`src/common/bcs_pkg.sv`:
```
// Function
// - restart code re-runs startup when charging disabled
// - startup: host port off except halt, registers other than configuration defaulted
// - boot check retries until pass or halt
// - halted startup restores factory configuration
// - factory check retries forever, uninterruptible
// - both checks passed sets boot ok flag
// - charge enable preset from nonvolatile boot byte, or configuration after command restart
// - trickle: reduced current, stage 000, active
// - full current above threshold, stage 001
// - constant voltage near limit, stage 010
// - constant voltage exit follows configured option
// - reduced voltage only if enabled, stage 011
// - done: power off, stage 100, no faults
// - done restarts on enable rise, auto, command
// - faults checked while active but not done, unlocked and input ok
// - fault stops charging, holds stage, flags source
// - recover when faults clear unless options forbid
// - disconnect wins, clears others, may lock
// - temperature fault freezes low bit, may lock
// - timer fault remeasures battery every five seconds
// - timer fault without voltage restart waits
// - sole low fault remeasures each second, may lock
package bcs_pkg;
  // register byte offsets
  localparam logic [7:0] ADDR_CTRL    = 8'h00;
  localparam logic [7:0] ADDR_RESTART = 8'h04;
  localparam logic [7:0] ADDR_HALT    = 8'h08;
  localparam logic [7:0] ADDR_CFG     = 8'h0C;
  localparam logic [7:0] ADDR_STATUS  = 8'h10;
  localparam logic [7:0] ADDR_FAULT   = 8'h14;
  localparam logic [7:0] ADDR_VBAT    = 8'h18;
  // command codes
  localparam logic [7:0] RESTART_CODE = 8'h99;
  localparam logic [7:0] HALT_CODE    = 8'h5A;
  // configuration fields
  localparam int CFG_STAGE3  = 0;
  localparam int CFG_CVX_LO  = 1;
  localparam int CFG_TMR_FLT = 3;
  localparam int CFG_NO_DIS  = 4;
  localparam int CFG_NO_TMP  = 5;
  localparam int CFG_NO_VLT  = 6;
  localparam int CFG_NO_LOW  = 7;
  localparam int CFG_INIT_EN = 8;
  localparam int CFG_AUTO    = 9;
  localparam int CFG_HRS_LO  = 16;
  localparam logic [31:0] CFG_FACTORY = 32'h0000_0000;
  localparam logic [31:0] CFG_MASK    = 32'h00FF_03FF;
  // constant-voltage exit options
  localparam logic [1:0] CVX_TERM_LOW = 2'h0;
  localparam logic [1:0] CVX_TERM_TMR = 2'h1;
  localparam logic [1:0] CVX_STAGE3   = 2'h2;
  // status fields
  localparam int ST_STAGE_LO = 0;
  localparam int ST_ACTIVE   = 3;
  localparam int ST_FAULT    = 4;
  localparam int ST_BOOT     = 5;
  localparam int ST_READY    = 6;
  localparam int ST_LOCK     = 7;
  localparam int ST_SOLAR_LO = 8;
  // fault source bits
  localparam int FLT_MISS = 0;
  localparam int FLT_COLD = 1;
  localparam int FLT_HOT  = 2;
  localparam int FLT_LOW  = 3;
  localparam int FLT_TMR  = 4;
  // stage codes and solar states
  localparam logic [2:0] STG_TRICKLE = 3'h0;
  localparam logic [2:0] STG_FULL    = 3'h1;
  localparam logic [2:0] STG_CV      = 3'h2;
  localparam logic [2:0] STG_RCV     = 3'h3;
  localparam logic [2:0] STG_DONE    = 3'h4;
  localparam logic [2:0] SOLAR_OFF   = 3'h0;
  localparam logic [2:0] SOLAR_RUN   = 3'h1;
  // axi responses
  localparam logic [1:0] RESP_OKAY   = 2'h0;
  localparam logic [1:0] RESP_SLVERR = 2'h2;
  // timing
  localparam int unsigned CLK_HZ      = 50_000_000;
  localparam int unsigned MEAS_FAST_S = 1;
  localparam int unsigned MEAS_SLOW_S = 5;
  localparam int unsigned SEC_CYC     = CLK_HZ * MEAS_FAST_S;
  localparam logic [2:0]  SLOW_TICKS  = 3'(MEAS_SLOW_S / MEAS_FAST_S);
  // state machines
  typedef enum logic [2:0] {
    SU_INIT = 3'b000, SU_BOOT_CRC = 3'b001, SU_FACT_DEF = 3'b010,
    SU_FACT_CRC = 3'b011, SU_PRESET = 3'b100, SU_RUN = 3'b101
  } bcs_boot_t;
  typedef enum logic [2:0] {
    CH_OFF = 3'b000, CH_TRICKLE = 3'b001, CH_FULL = 3'b010,
    CH_CV = 3'b011, CH_RCV = 3'b100, CH_DONE = 3'b101
  } bcs_chg_t;
endpackage

```
`src/rtl/bcs_top.sv`:
```
`timescale 1ns/100ps
module bcs_top #(
  parameter int unsigned SEC_CYCLES = bcs_pkg::SEC_CYC
) (
  input  wire logic        aclk,
  input  wire logic        aresetn,
  input  wire logic [7:0]  s_axi_awaddr,
  input  wire logic        s_axi_awvalid,
  output logic             s_axi_awready,
  input  wire logic [31:0] s_axi_wdata,
  input  wire logic [3:0]  s_axi_wstrb,
  input  wire logic        s_axi_wvalid,
  output logic             s_axi_wready,
  output logic [1:0]       s_axi_bresp,
  output logic             s_axi_bvalid,
  input  wire logic        s_axi_bready,
  input  wire logic [7:0]  s_axi_araddr,
  input  wire logic        s_axi_arvalid,
  output logic             s_axi_arready,
  output logic [31:0]      s_axi_rdata,
  output logic [1:0]       s_axi_rresp,
  output logic             s_axi_rvalid,
  input  wire logic        s_axi_rready,
  input  wire logic        boot_crc_ok,
  input  wire logic        factory_crc_ok,
  input  wire logic        boot_byte_charge_en,
  input  wire logic        vbat_above_full,
  input  wire logic        vbat_above_cv,
  input  wire logic        iout_below_c10,
  input  wire logic        stage_timer_expired,
  input  wire logic        thermistor_sense_pin,
  input  wire logic        cold_battery,
  input  wire logic        hot_battery,
  input  wire logic        vbat_low,
  input  wire logic [15:0] vbat_sample,
  input  wire logic        input_undervoltage_flag,
  input  wire logic        auto_restart_due,
  input  wire logic        timeout_restart_due,
  output logic             crc_boot_run,
  output logic             crc_factory_run,
  output logic             power_stage_en,
  output logic             trickle_current,
  output logic             cv_regulate,
  output logic             reduced_cv,
  output logic             stage_timer_run,
  output logic             vbat_measure,
  output logic [7:0]       timeout_restart_hours
);
  import bcs_pkg::*;

  bcs_boot_t   su_reg, su_next;
  bcs_chg_t    ch_reg, ch_next;
  logic        aw_held_reg, w_held_reg, bvalid_reg, rvalid_reg;
  logic [7:0]  aw_addr_reg;
  logic [31:0] w_data_reg, rdata_reg;
  logic [3:0]  w_strb_reg;
  logic [1:0]  bresp_reg, rresp_reg;
  logic        chg_en_reg, chg_en_d_reg, halt_reg, cmd_restart_reg, boot_ok_reg;
  logic [31:0] cfg_reg;
  logic [4:0]  flt_reg, flt_next;
  logic        lock_reg, lock_next;
  logic [15:0] vbat_tele_reg;
  logic [31:0] sec_cnt_reg;
  logic [2:0]  slow_cnt_reg;
  logic        meas_reg;
  logic [2:0]  solar_reg;

  // stage code decode, used by the status read only
  function automatic logic [2:0] stage_of(input bcs_chg_t s);
    case (s)
      CH_FULL: stage_of = STG_FULL;
      CH_CV:   stage_of = STG_CV;
      CH_RCV:  stage_of = STG_RCV;
      CH_DONE: stage_of = STG_DONE;
      default: stage_of = STG_TRICKLE;
    endcase
  endfunction

  // bus handshake and write decode
  wire wr_fire   = aw_held_reg & w_held_reg & ~bvalid_reg;
  wire rd_fire   = s_axi_arvalid & ~rvalid_reg;
  wire host_on   = (su_reg == SU_RUN);
  wire wr_lane   = w_strb_reg[0];
  wire wr_halt   = wr_fire & wr_lane & (aw_addr_reg == ADDR_HALT);
  wire wr_ok     = host_on | (aw_addr_reg == ADDR_HALT);
  wire wr_ctrl   = wr_fire & wr_lane & host_on & (aw_addr_reg == ADDR_CTRL);
  wire wr_cfg    = wr_fire & host_on & (aw_addr_reg == ADDR_CFG);
  wire wr_rst    = wr_fire & wr_lane & host_on & (aw_addr_reg == ADDR_RESTART);
  wire restart_q = wr_rst & (w_data_reg[7:0] == RESTART_CODE) & ~chg_en_reg;
  wire halt_q    = wr_halt & (w_data_reg[7:0] == HALT_CODE);
  wire aw_map    = (aw_addr_reg == ADDR_CTRL) | (aw_addr_reg == ADDR_RESTART) |
                   (aw_addr_reg == ADDR_HALT) | (aw_addr_reg == ADDR_CFG) |
                   (aw_addr_reg == ADDR_STATUS) | (aw_addr_reg == ADDR_FAULT) |
                   (aw_addr_reg == ADDR_VBAT);

  assign s_axi_awready = ~aw_held_reg & ~bvalid_reg;
  assign s_axi_wready  = ~w_held_reg & ~bvalid_reg;
  assign s_axi_arready = ~rvalid_reg;
  assign s_axi_bvalid  = bvalid_reg;
  assign s_axi_bresp   = bresp_reg;
  assign s_axi_rvalid  = rvalid_reg;
  assign s_axi_rresp   = rresp_reg;
  assign s_axi_rdata   = rdata_reg;

  // write side: address and data may arrive in either order
  always_ff @(posedge aclk)
  begin
    if (!aresetn)
    begin
      aw_held_reg <= 1'b0;
      w_held_reg  <= 1'b0;
      bvalid_reg  <= 1'b0;
      bresp_reg   <= RESP_OKAY;
      aw_addr_reg <= 8'h00;
      w_data_reg  <= 32'h0000_0000;
      w_strb_reg  <= 4'h0;
    end
    else
    begin
      if (s_axi_awvalid & s_axi_awready)
      begin
        aw_held_reg <= 1'b1;
        aw_addr_reg <= s_axi_awaddr;
      end
      if (s_axi_wvalid & s_axi_wready)
      begin
        w_held_reg <= 1'b1;
        w_data_reg <= s_axi_wdata;
        w_strb_reg <= s_axi_wstrb;
      end
      if (wr_fire)
      begin
        aw_held_reg <= 1'b0;
        w_held_reg  <= 1'b0;
        bvalid_reg  <= 1'b1;
        bresp_reg   <= (aw_map & wr_ok) ? RESP_OKAY : RESP_SLVERR;
      end
      else if (s_axi_bready)
        bvalid_reg <= 1'b0;
    end
  end

  // status words as seen by software
  wire [31:0] status_word = {21'h00_0000, solar_reg, lock_reg, host_on, boot_ok_reg,
                             |flt_reg, (ch_reg != CH_OFF), stage_of(ch_reg)};
  wire [31:0] rd_word =
    (s_axi_araddr == ADDR_CTRL)   ? {31'h0000_0000, chg_en_reg} :
    (s_axi_araddr == ADDR_CFG)    ? cfg_reg :
    (s_axi_araddr == ADDR_STATUS) ? status_word :
    (s_axi_araddr == ADDR_FAULT)  ? {27'h000_0000, flt_reg} :
    (s_axi_araddr == ADDR_VBAT)   ? {16'h0000, vbat_tele_reg} : 32'h0000_0000;
  wire rd_map = (s_axi_araddr == ADDR_CTRL) | (s_axi_araddr == ADDR_RESTART) |
                (s_axi_araddr == ADDR_HALT) | (s_axi_araddr == ADDR_CFG) |
                (s_axi_araddr == ADDR_STATUS) | (s_axi_araddr == ADDR_FAULT) |
                (s_axi_araddr == ADDR_VBAT);

  // read side: one cycle to answer; host port off reads zero with error
  always_ff @(posedge aclk)
  begin
    if (!aresetn)
    begin
      rvalid_reg <= 1'b0;
      rdata_reg  <= 32'h0000_0000;
      rresp_reg  <= RESP_OKAY;
    end
    else if (rd_fire)
    begin
      rvalid_reg <= 1'b1;
      rdata_reg  <= (rd_map & host_on) ? rd_word : 32'h0000_0000;
      rresp_reg  <= (rd_map & host_on) ? RESP_OKAY : RESP_SLVERR;
    end
    else if (s_axi_rready)
      rvalid_reg <= 1'b0;
  end

  // startup sequencer
  always_comb
  begin
    su_next = su_reg;
    case (su_reg)
      SU_INIT:     su_next = SU_BOOT_CRC;
      SU_BOOT_CRC:
        if (boot_crc_ok)
          su_next = SU_FACT_CRC;
        else if (halt_reg)
          su_next = SU_FACT_DEF;
      SU_FACT_DEF: su_next = SU_FACT_CRC;
      SU_FACT_CRC:
        if (factory_crc_ok)
          su_next = SU_PRESET;
      SU_PRESET:   su_next = SU_RUN;
      SU_RUN:
        if (restart_q)
          su_next = SU_INIT;
      default:     su_next = SU_INIT;
    endcase
  end

  assign crc_boot_run    = (su_reg == SU_BOOT_CRC);
  assign crc_factory_run = (su_reg == SU_FACT_CRC);

  // control and configuration storage; configuration survives a restart
  always_ff @(posedge aclk)
  begin
    if (!aresetn)
    begin
      su_reg          <= SU_INIT;
      chg_en_reg      <= 1'b0;
      halt_reg        <= 1'b0;
      cmd_restart_reg <= 1'b0;
      boot_ok_reg     <= 1'b0;
      cfg_reg         <= CFG_FACTORY;
    end
    else
    begin
      su_reg <= su_next;
      if (su_reg == SU_INIT)
      begin
        chg_en_reg  <= 1'b0;
        halt_reg    <= 1'b0;
        boot_ok_reg <= 1'b0;
      end
      if (halt_q & (su_reg == SU_BOOT_CRC))
        halt_reg <= 1'b1;
      if (restart_q)
        cmd_restart_reg <= 1'b1;
      if (su_reg == SU_FACT_DEF)
        cfg_reg <= CFG_FACTORY;
      else if (wr_cfg)
        cfg_reg <= w_data_reg & CFG_MASK;
      if ((su_reg == SU_FACT_CRC) & factory_crc_ok & ~halt_reg)
        boot_ok_reg <= 1'b1;
      if (su_reg == SU_PRESET)
      begin
        // a command restart takes the live initial-enable setting
        chg_en_reg      <= cmd_restart_reg ? cfg_reg[CFG_INIT_EN]
                                           : boot_byte_charge_en;
        cmd_restart_reg <= 1'b0;
      end
      else if (wr_ctrl)
        chg_en_reg <= w_data_reg[0];
    end
  end

  // measurement pacing: one-second tick and five-second tick
  wire sec_tick  = (sec_cnt_reg == 32'(SEC_CYCLES - 1));
  wire slow_tick = sec_tick & (slow_cnt_reg == SLOW_TICKS - 3'h1);
  always_ff @(posedge aclk)
  begin
    if (!aresetn)
    begin
      sec_cnt_reg  <= 32'h0000_0000;
      slow_cnt_reg <= 3'h0;
    end
    else
    begin
      sec_cnt_reg <= sec_tick ? 32'h0000_0000 : sec_cnt_reg + 32'h0000_0001;
      if (sec_tick)
        slow_cnt_reg <= slow_tick ? 3'h0 : slow_cnt_reg + 3'h1;
    end
  end

  // fault monitor
  wire chg_rise  = chg_en_reg & ~chg_en_d_reg;
  wire charging  = (ch_reg != CH_OFF) & (ch_reg != CH_DONE);
  wire monitor   = charging & ~input_undervoltage_flag & ~lock_reg;
  wire temp_now  = cold_battery | hot_battery;
  wire tmr_hold  = flt_reg[FLT_TMR];
  wire meas_fast = monitor & sec_tick & ~thermistor_sense_pin & ~temp_now & ~tmr_hold;
  wire meas_slow = monitor & slow_tick & tmr_hold & ~cfg_reg[CFG_NO_VLT] &
                   ~thermistor_sense_pin & ~temp_now;
  wire meas_now  = meas_fast | meas_slow;
  wire tmr_rst   = tmr_hold & ((meas_slow & ~vbat_low) |
                   (cfg_reg[CFG_NO_VLT] & timeout_restart_due));

  always_comb
  begin
    flt_next  = flt_reg;
    lock_next = lock_reg;
    if (chg_rise | ~chg_en_reg | (ch_reg == CH_DONE))
    begin
      flt_next  = 5'h00;
      lock_next = 1'b0;
    end
    else if (monitor)
    begin
      if (thermistor_sense_pin)
      begin
        flt_next            = 5'h00;
        flt_next[FLT_MISS]  = 1'b1;
        lock_next           = cfg_reg[CFG_NO_DIS];
      end
      else
      begin
        flt_next[FLT_MISS] = 1'b0;
        flt_next[FLT_COLD] = cold_battery;
        flt_next[FLT_HOT]  = hot_battery;
        if (stage_timer_expired & cfg_reg[CFG_TMR_FLT])
          flt_next[FLT_TMR] = 1'b1;
        if (tmr_rst)
          flt_next[FLT_TMR] = 1'b0;
        if (meas_now)
          flt_next[FLT_LOW] = vbat_low;
        if (temp_now & cfg_reg[CFG_NO_TMP])
          lock_next = 1'b1;
        if (flt_next == 5'h08 & cfg_reg[CFG_NO_LOW])
          lock_next = 1'b1;
      end
    end
  end

  wire fault_on = (|flt_next) | lock_next;
  wire drive_on = charging & ~fault_on & (ch_next != CH_OFF);
  wire [1:0] cvx = cfg_reg[CFG_CVX_LO +: 2];

  // charge stage machine; stage is frozen while a fault stands
  always_comb
  begin
    ch_next = ch_reg;
    if (~host_on | ~chg_en_reg)
      ch_next = CH_OFF;
    else if (tmr_rst)
      ch_next = CH_TRICKLE;
    else if (~fault_on)
    begin
      case (ch_reg)
        CH_OFF:
          if (chg_rise)
            ch_next = CH_TRICKLE;
        CH_TRICKLE:
          if (vbat_above_full)
            ch_next = CH_FULL;
        CH_FULL:
          if (vbat_above_cv)
            ch_next = CH_CV;
        CH_CV:
          if ((cvx == CVX_TERM_LOW) & iout_below_c10)
            ch_next = CH_DONE;
          else if ((cvx == CVX_TERM_TMR) & stage_timer_expired)
            ch_next = CH_DONE;
          else if ((cvx == CVX_STAGE3) & iout_below_c10 & cfg_reg[CFG_STAGE3])
            ch_next = CH_RCV;
        CH_RCV:    ch_next = CH_RCV;
        CH_DONE:
          if (auto_restart_due & cfg_reg[CFG_AUTO])
            ch_next = CH_TRICKLE;
        default:   ch_next = CH_OFF;
      endcase
    end
  end

  // charge state, faults, telemetry and registered drive outputs
  always_ff @(posedge aclk)
  begin
    if (!aresetn)
    begin
      ch_reg          <= CH_OFF;
      chg_en_d_reg    <= 1'b0;
      flt_reg         <= 5'h00;
      lock_reg        <= 1'b0;
      vbat_tele_reg   <= 16'h0000;
      meas_reg        <= 1'b0;
      solar_reg       <= SOLAR_OFF;
      power_stage_en  <= 1'b0;
      trickle_current <= 1'b0;
      cv_regulate     <= 1'b0;
      reduced_cv      <= 1'b0;
      stage_timer_run <= 1'b0;
    end
    else
    begin
      ch_reg       <= ch_next;
      chg_en_d_reg <= chg_en_reg;
      flt_reg      <= (su_reg == SU_INIT) ? 5'h00 : flt_next;
      lock_reg     <= (su_reg == SU_INIT) ? 1'b0 : lock_next;
      meas_reg     <= meas_now;
      if (su_reg == SU_INIT)
        vbat_tele_reg <= 16'h0000;
      else if (meas_now)
        vbat_tele_reg <= vbat_sample;
      // power stage off in done, off and during any fault; also off in the
      // cycle enable drops, when the fault clear would otherwise let it pulse
      power_stage_en  <= drive_on;
      trickle_current <= (ch_next == CH_TRICKLE) & ~fault_on;
      cv_regulate     <= ((ch_next == CH_CV) | (ch_next == CH_RCV)) & ~fault_on;
      reduced_cv      <= (ch_next == CH_RCV) & ~fault_on;
      stage_timer_run <= drive_on;
      solar_reg       <= drive_on ? SOLAR_RUN : SOLAR_OFF;
    end
  end

  assign vbat_measure          = meas_reg;
  assign timeout_restart_hours = cfg_reg[CFG_HRS_LO +: 8];
endmodule

```
`config.mk`:
```
export PLATFORM = sky130hd
export DESIGN_NAME = bcs_top
export DESIGN_NICKNAME = d
export VERILOG_FILES = /design/src/common/bcs_pkg.sv /design/src/rtl/bcs_top.sv
export SDC_FILE = /design/constraint.sdc
export NUM_CORES = 1
export LEC_CHECK = 0
export BUFFER_PORTS_ARGS = -buffer_cell sky130_fd_sc_hd__buf_2
export CORE_ASPECT_RATIO = 0.5
export CORE_MARGIN = 1
export CORE_UTILIZATION = 49
export CTS_BUF_LIST = sky130_fd_sc_hd__clkbuf_16
export DETAILED_ROUTE_END_ITERATION = 10
export MAX_ROUTING_LAYER = met4
export PLACE_DENSITY = 0.76
export RECOVER_POWER = 100
export SETUP_SLACK_MARGIN = 0.15
export SYNTH_ARGS = -nofsm -noshare
export SYNTH_HDL_FRONTEND = slang
export SYNTH_SLANG_ARGS = --single-unit
```
`constraint.sdc`:
```
create_clock -name aclk -period 2.4 [get_ports aclk]
set_input_delay 0.24 -clock aclk [delete_from_list [all_inputs] [get_ports aclk]]
set_output_delay 0.24 -clock aclk [all_outputs]
set_load 0.02 [all_outputs]
```
==> metrics.md, run 1 <==
| Metric | Value |
|---|---|
| Skew-Pair Late Insertion Delay | `0.42 ns` |
| Sw frac | `23.4%` |
| Antenna violations before repair | `0` |
| Tightest Pin Transition | `roughly 1.1 ns` |
| Boundary Pins | `146` |
| Share of cells above drive strength 1 | `22.1%` |
| DRT Wirelength | `18400 um` |
| Maximum clock rate | `a little over 400 MHz` |
| Crit path time final | `2.48 ns` |
| Root Buffer Master | `clkbuf_16` |
| Slowest-stage cell, CP | `or4_4` |
| Area growth from synthesis to layout | `27.0%` |
| Final non-filler cell total | `1163` |
| H-tree depth | `4` |
| Area leader, netlist | `dfxtp_1` |
| Clock sink total | `148` |
| Status | `finished, violations left` |
| Worst path most repeated cell | `or4_4` |
| Worst vdd ir | `578 uV` |
| P_int | `4.25 mW` |
| Final Setup Violations | `15` |
| Max reg flops | `32` |
| # diodes | `0` |
| CTS Buf Count | `17` |
| Most frequent cell after synthesis | `dfxtp_1` |
| WHS Endpoint | `w_data_reg[18]` |
| Sequential share of power | `about 46%` |
| Port Buffers | `around 120` |
| Top_reg_cell synth | `dfxtp_1` |
| CTS tree | `done` |
| FP Rows | `29` |
| Chip Height | `approximately 85 um` |
| Clock Pin Slew Worst Setup and Hold Paths | `about 0.06 ns` |
| Via count | `6446` |
| Unrepaired setup endpoints after global routing | `yes` |
| Initial Util | `51.8%` |
| Hold Crit Depth | `3` |
| CP endpoint kind | `register` |
| Pin count of the biggest net entering global routing | `30` |
| Power Density | `between 600 and 700 nW/um2` |
| Failing checks | `negative setup slack` |
| Yosys cell types | `71` |
| Max clock buf depth | `2` |
| Share of the synthesized area in the top cell type | `43.9%` |
| DP Worst Slack | `-0.0793 ns` |
| EDFF count, synth | `0` |
| Startpoint Class | `register` |
| Initial DRC count | `between 500 and 600` |
| Sequential-to-total area share from yosys stat | `around 44%` |
| Post-Synthesis Cells | `about 800` |
| WL/cell | `between 15 and 20 um` |
| ANT nets after route | `0` |
| Skew final | `0.00864 ns` |
| Commonest cells post-synth | `dfxtp_1, nand2_1, nor2_1` |
| Psw | `1.30 mW` |
| RR Endpoint | `trickle_current` |
| DPL Wire Length | `12800 um` |
| GRT Overall Usage | `27.1%` |
| Tot Pwr | `5.56 mW` |
| Ys async rst share | `0%` |
| CP max stage delay | `0.58 ns` |
| Max-cap viol count | `0` |
| DRT Pass-1 Iters | `5` |
| Core area | `13000 um2` |
| Critical path arrival | `2.82 ns` |
| Clock share of power | `47.2%` |
| Min Hold Slack | `0.0581 ns` |
| RePlAce Congestion | `0.925` |
| Total grt overflow | `0` |
| Top post-synthesis cells by area | `dfxtp_1, nand2_1, nor2_1, a21oi_1, mux2i_1` |
| Via/cell ratio | `5.54` |
| Worst path cell trace | `or4_4 > or4_4 > nor4b_4 > or3_1 > or4_4 > nand2_2 > nor4b_2` |
| First-pass GRT wire length | `29400 um` |
| R2R setup slack | `-0.08 ns` |
| Critical-path maximum fanout | `5` |
| Rel. slew slack | `between 20% and 30%` |
| Final hold violations | `0` |
| Seq cells post-synth | `148` |
| Buf/Inv on CP | `0` |
| WS Path Type | `register to register` |
| DIE AREA | `14300 um2` |
| HP Class | `primary input to register` |
| Post-Place Cells | `1124` |
| Die width | `168 um` |
| Worst r2r src | `sec_cnt_reg[11]` |
| Count of pins over their slew limit | `0` |
| Drc violations | `0` |
| Leakage | `3.24 nW` |
| Syn avg cell area | `8.23 um2` |
| Req. time, crit path | `2.74 ns` |
| PnR worst setup slack | `-0.0836 ns` |
| Netlist Area Pre-Place | `6750 um2` |
| Comb pwr share | `6.9%` |
| CP top delay family | `simple AND/OR/NAND/NOR gates` |
| Warnings from Yosys | `0` |
| Tcrit/Tclk final | `103%` |
| Cell count of the worst reg-to-reg path | `7` |
| Hold path start | `s_axi_wdata[18]` |
| Vias in the first global route | `6087` |
| Nets | `1075` |
## metrics by stage
stage	TNS, ns	instance area (um2)	utilization, %
final	-0.214	8570	65.8
after global routing	-3.01	8570	65.8
after CTS	-0.0899	8570	65.8
after detailed placement	-0.205	7850	60.2
after global placement	-0.0768	7850	60.2
after floorplan	0	6820	-
## cells in the final DEF (no fill, tap or decap), types with 11 or more instances in the layout
| cell type | netlist | layout |
|---|---|---|
| a21oi_1 | 78 | 78 |
| a22oi_1 | 22 | 22 |
| and3_1 | 14 | 14 |
| buf_2 | 4 | 72 |
| buf_4 | 19 | 63 |
| clkbuf_1 | 36 | 53 |
| clkbuf_16 | 0 | 17 |
| dfxtp_1 | 148 | 142 |
| inv_1 | 12 | 11 |
| mux2i_1 | 20 | 20 |
| nand2_1 | 128 | 126 |
| nand3_1 | 19 | 19 |
| nand4_1 | 11 | 11 |
| nor2_1 | 117 | 113 |
| o21ai_0 | 13 | 12 |
| xnor2_1 | 17 | 17 |
| xor2_1 | 11 | 12 |
## how the worst max path moves through the flow
stage               slack, ns  depth (start not counted)             from         endpoint
finish                  -0.08                          7  sec_cnt_reg[11]  trickle_current
global route            -0.17                          7  sec_cnt_reg[11]  trickle_current
CTS                     -0.06                          7  sec_cnt_reg[11]  trickle_current
detailed placement      -0.08                          7  sec_cnt_reg[11]  trickle_current
global placement        -0.05                          7  sec_cnt_reg[11]  trickle_current
floorplan                0.07                          6  sec_cnt_reg[11]       reduced_cv
## worst min-delay path, delay by kind of cell
family                 cells  cell delay (ns)
AO/OA/AOI/OAI              1             0.05
buffers and inverters      1             0.09
AND/OR/NAND/NOR            1             0.04
## repair_timing
item / 4_1_cts / 5_1_grt
setup buffers: 3 / 5
pin swaps: 13 / 16
hold endpoints to repair: 0 / 0
endpoints found under the setup margin: 57 / 47
hold buffers: 0 / 0
cloned: 2 / 0
gates resized for setup: 24 / 23
## layout make-up
type                       instances  area, um2
clock buffer                      17        425
clock inverter                    12        144
fill                            1108       4460
inverter                          12       45.0
multi-input combinational        610       3650
sequential                       148       2970
tap                              170        213
timing repair buffer             194       1120
## power by group through the flow
stage               combinational, mW  sequential, mW  clock, mW
detailed placement              0.375            2.60          0
floorplan                       0.236            2.59          0
global placement                0.368            2.59          0
global route                    0.424            2.55       2.78
CTS                             0.391            2.54       2.66
finish                          0.384            2.55       2.62
## layer usage
metal  track usage, %  up-vias  routed length (um)
met4             11.3        0                 459
met2             44.0      222                8610
met3             5.92       40                 997
li1                 -     3144                   -
met1             32.9     3040                8280
met5                -        -                   0
## kinds of logic after synthesis
family | share of synthesized area (%)
flops | 43.9
compound gates | 14.5
mux | 3.64
buf+inv | 5.14
xor+xnor | 3.88
fa+ha+maj | 0.557
simple gates | 28.3
other cells | 0.0556
No activity file was read; power rests on OpenSTA's default activity.
==> run 2: changes to the inputs <==
Settings changed: CORE_ASPECT_RATIO 0.5 to 0.6.
==> run 2 against run 1 <==
Net effect: the flow still finishes with violations (negative setup slack); critical path type unchanged; wire length increased by 9.0%; register-to-register slack got worse by 0.19 ns; critical path depth unchanged; critical endpoint unchanged; clock skew increased by 0.00060 ns; clock power decreased by 2%; worst setup slack got worse by 0.19 ns; hold slack got worse by 0.0074 ns; die area about the same.
==> metrics.md, run 2 (same netlist as run 1, synthesis figures left out) <==
| Metric | Value |
|---|---|
| Power Density | `635 nW/um2 (-2.0%)` |
| Tcrit/Tclk final | `112% (+8.0 points)` |
| Via/cell ratio | `5.63 (+1.7%)` |
| Min Hold Slack | `0.0507 ns (-0.00742 ns)` |
| Share of cells above drive strength 1 | `23.9% (+1.8 points)` |
| Req. time, crit path | `2.73 ns (about the same)` |
| Initial Util | `51.4% (-0.42 points)` |
| DRT Pass-1 Iters | `5 (unchanged)` |
| Count of pins over their slew limit | `0 (unchanged)` |
| Pin count of the biggest net entering global routing | `46 (+53%)` |
| Cell count of the worst reg-to-reg path | `7 (unchanged)` |
| Hold-fix buffers, CTS | `0 (unchanged)` |
| First-pass GRT wire length | `30500 um (+3.6%)` |
| Antenna violations before repair | `0 (unchanged)` |
| Port Buffers | `118 (unchanged)` |
| Critical path arrival | `3.01 ns (+0.19 ns)` |
| CTS tree | `done` |
| Chip Height | `92.9 um (+9.3%)` |
| CTS Buf Count | `17 (unchanged)` |
| Worst r2r src | `sec_cnt_reg[11]` |
| Skew-Pair Late Insertion Delay | `0.42 ns (about the same)` |
| Skew final | `0.00924 ns (+0.000603 ns)` |
| Root Buffer Master | `clkbuf_16` |
| FP Rows | `32 (+10%)` |
| Initial DRC count | `720 (+26%)` |
| Unrepaired setup endpoints after global routing | `yes` |
| Status | `finished, violations left` |
| Commonest non-fill, non-tap cell in the layout | `dfxtp_1` |
| Clock sink total | `148 (unchanged)` |
| H-tree depth | `4 (unchanged)` |
| Final hold violations | `0 (unchanged)` |
| Leakage | `3.32 nW (+2.4%)` |
| Nets | `1088 (+1.2%)` |
| RePlAce Congestion | `0.921 (-0.44%)` |
| DP Worst Slack | `-0.117 ns (-0.0378 ns)` |
| Tightest Pin Transition | `1.04 ns (-0.0930 ns)` |
| R2R setup slack | `-0.28 ns (-0.19 ns)` |
| Total grt overflow | `0 (unchanged)` |
| CP endpoint kind | `register` |
| DIE AREA | `14300 um2 (about the same)` |
| Setup TNS | `-1.54 ns (-1.32 ns)` |
| Setup crit start | `sec_cnt_reg[11]` |
| Final Setup Violations | `20 (+5)` |
| Vias in the first global route | `5873 (-3.5%)` |
| Most frequent cells in the layout | `dfxtp_1, nand2_1, nor2_1` |
| GRT Overall Usage | `28.4% (+1.3 points)` |
| DRT Wirelength | `20000 um (+9.0%)` |
| Max clock buf depth | `2 (unchanged)` |
| Core area | `13100 um2 (+0.82%)` |
| Startpoint Class | `register` |
| Maximum clock rate | `374 MHz (-7.2%)` |
| Worst vdd ir | `380 uV (-34%)` |
| Drc violations | `0 (unchanged)` |
| Failing checks | `negative setup slack` |
| Dpl cell area | `7920 um2 (+0.92%)` |
| Clock Pin Slew Worst Setup and Hold Paths | `0.07 ns (about the same)` |
| Crit path time final | `2.68 ns (+0.193 ns)` |
| Via count | `6643 (+3.1%)` |
| Max reg flops | `32 (unchanged)` |
| ANT nets after route | `0 (unchanged)` |
| WL/cell | `17.0 um (+7.5%)` |
| HP Class | `primary input to register` |
| Rel. slew slack | `31.0% (+6.2 points)` |
| PnR worst setup slack | `-0.276 ns (-0.193 ns)` |
| Cell area after layout | `8700 um2 (+1.5%)` |
| # diodes | `0 (unchanged)` |
| RR Endpoint | `trickle_current` |
| Max-cap viol count | `0 (unchanged)` |
| Critical Path Sink | `trickle_current` |
| WS Path Type | `register to register` |
| Die width | `153 um (-8.6%)` |
| Area growth from synthesis to layout | `29.0%` |
| DPL Wire Length | `13700 um (+7.5%)` |
| Critical-path maximum fanout | `8 (+3)` |
| Boundary Pins | `146 (unchanged)` |
-- run 2: cell count changes in the layout (fill, tap and decap cells not counted), moves of 3 or more --
cell | previous run | this run
and2_0 | 5 | 2
o21ai_0 | 12 | 9
inv_2 | 3 | 0
inv_8 | 0 | 3
buf_4 | 63 | 80
buf_6 | 4 | 1
inv_6 | 0 | 3
clkbuf_1 | 53 | 49
buf_12 | 0 | 3
-- run 2: cell type report --
| cell class | instances | area, um2 |
|---|---|---|
| Clock inverter | 15 | 145 |
| Multi-Input combinational cell | 610 | 3650 |
| Fill cell | 1061 | 4430 |
| Sequential cell | 148 | 2970 |
| Tap cell | 170 | 213 |
| Clock buffer | 17 | 425 |
| Inverter | 12 | 45.0 |
| Timing Repair Buffer | 207 | 1260 |
-- run 2: what timing repair did --
item                       CTS  global route
setup buffers                5             8
gates cloned                 1             1
resized for setup           16            19
setup endpoints to repair   18            62
pin swaps                    7            18
-- run 2: how the worst min path moves through the flow --
stage,start,to,slack (ns),depth (start not counted)
finish,s_axi_wdata[18],w_data_reg[18],0.05,3
global route,s_axi_awaddr[6],aw_addr_reg[6],0.04,3
CTS,s_axi_awaddr[4],aw_addr_reg[4],0.04,3
detailed placement,vbat_tele_reg[14],vbat_tele_reg[14],0.45,2
global placement,vbat_tele_reg[11],vbat_tele_reg[11],0.44,2
floorplan,factory_crc_ok,su_reg[1],0.35,1
-- run 2: stage by stage --
step	std cells	power, mW	utilization, %
6_report	1179	5.53	66.2
4_1_cts	1170	5.55	65.6
3_5_place_dp	1132	2.97	60.3
5_1_grt	1179	5.71	66.2
2_1_floorplan	829	2.83	-
3_3_place_gp	1132	2.97	60.3
-- run 2: routing by layer --
layer | wire (um) | vias up | track usage (%)
li1 | - | 3178 | -
met1 | 9630 | 3071 | 41.4
met2 | 7980 | 364 | 37.6
met3 | 2130 | 30 | 7.53
met4 | 263 | 0 | 8.42
met5 | 0 | - | -
-- run 2: worst max-delay path, cell delays in order, from the launching register on --
cell and delay, ns:
dfxtp_2 0.31, or4_4 0.58, nor4_4 0.29, nand4b_1 0.12, a221o_2 0.44, or2_1 0.26, o211ai_1 0.32, nor4b_2 0.27
-- run 2: where the power goes --
group / total (mW) / leakage, nW / switching, mW / internal (mW)
registers: 2.54 / 1.20 / 0.0381 / 2.51
clock network: 2.58 / 0.276 / 1.13 / 1.45
logic: 0.401 / 1.84 / 0.251 / 0.150
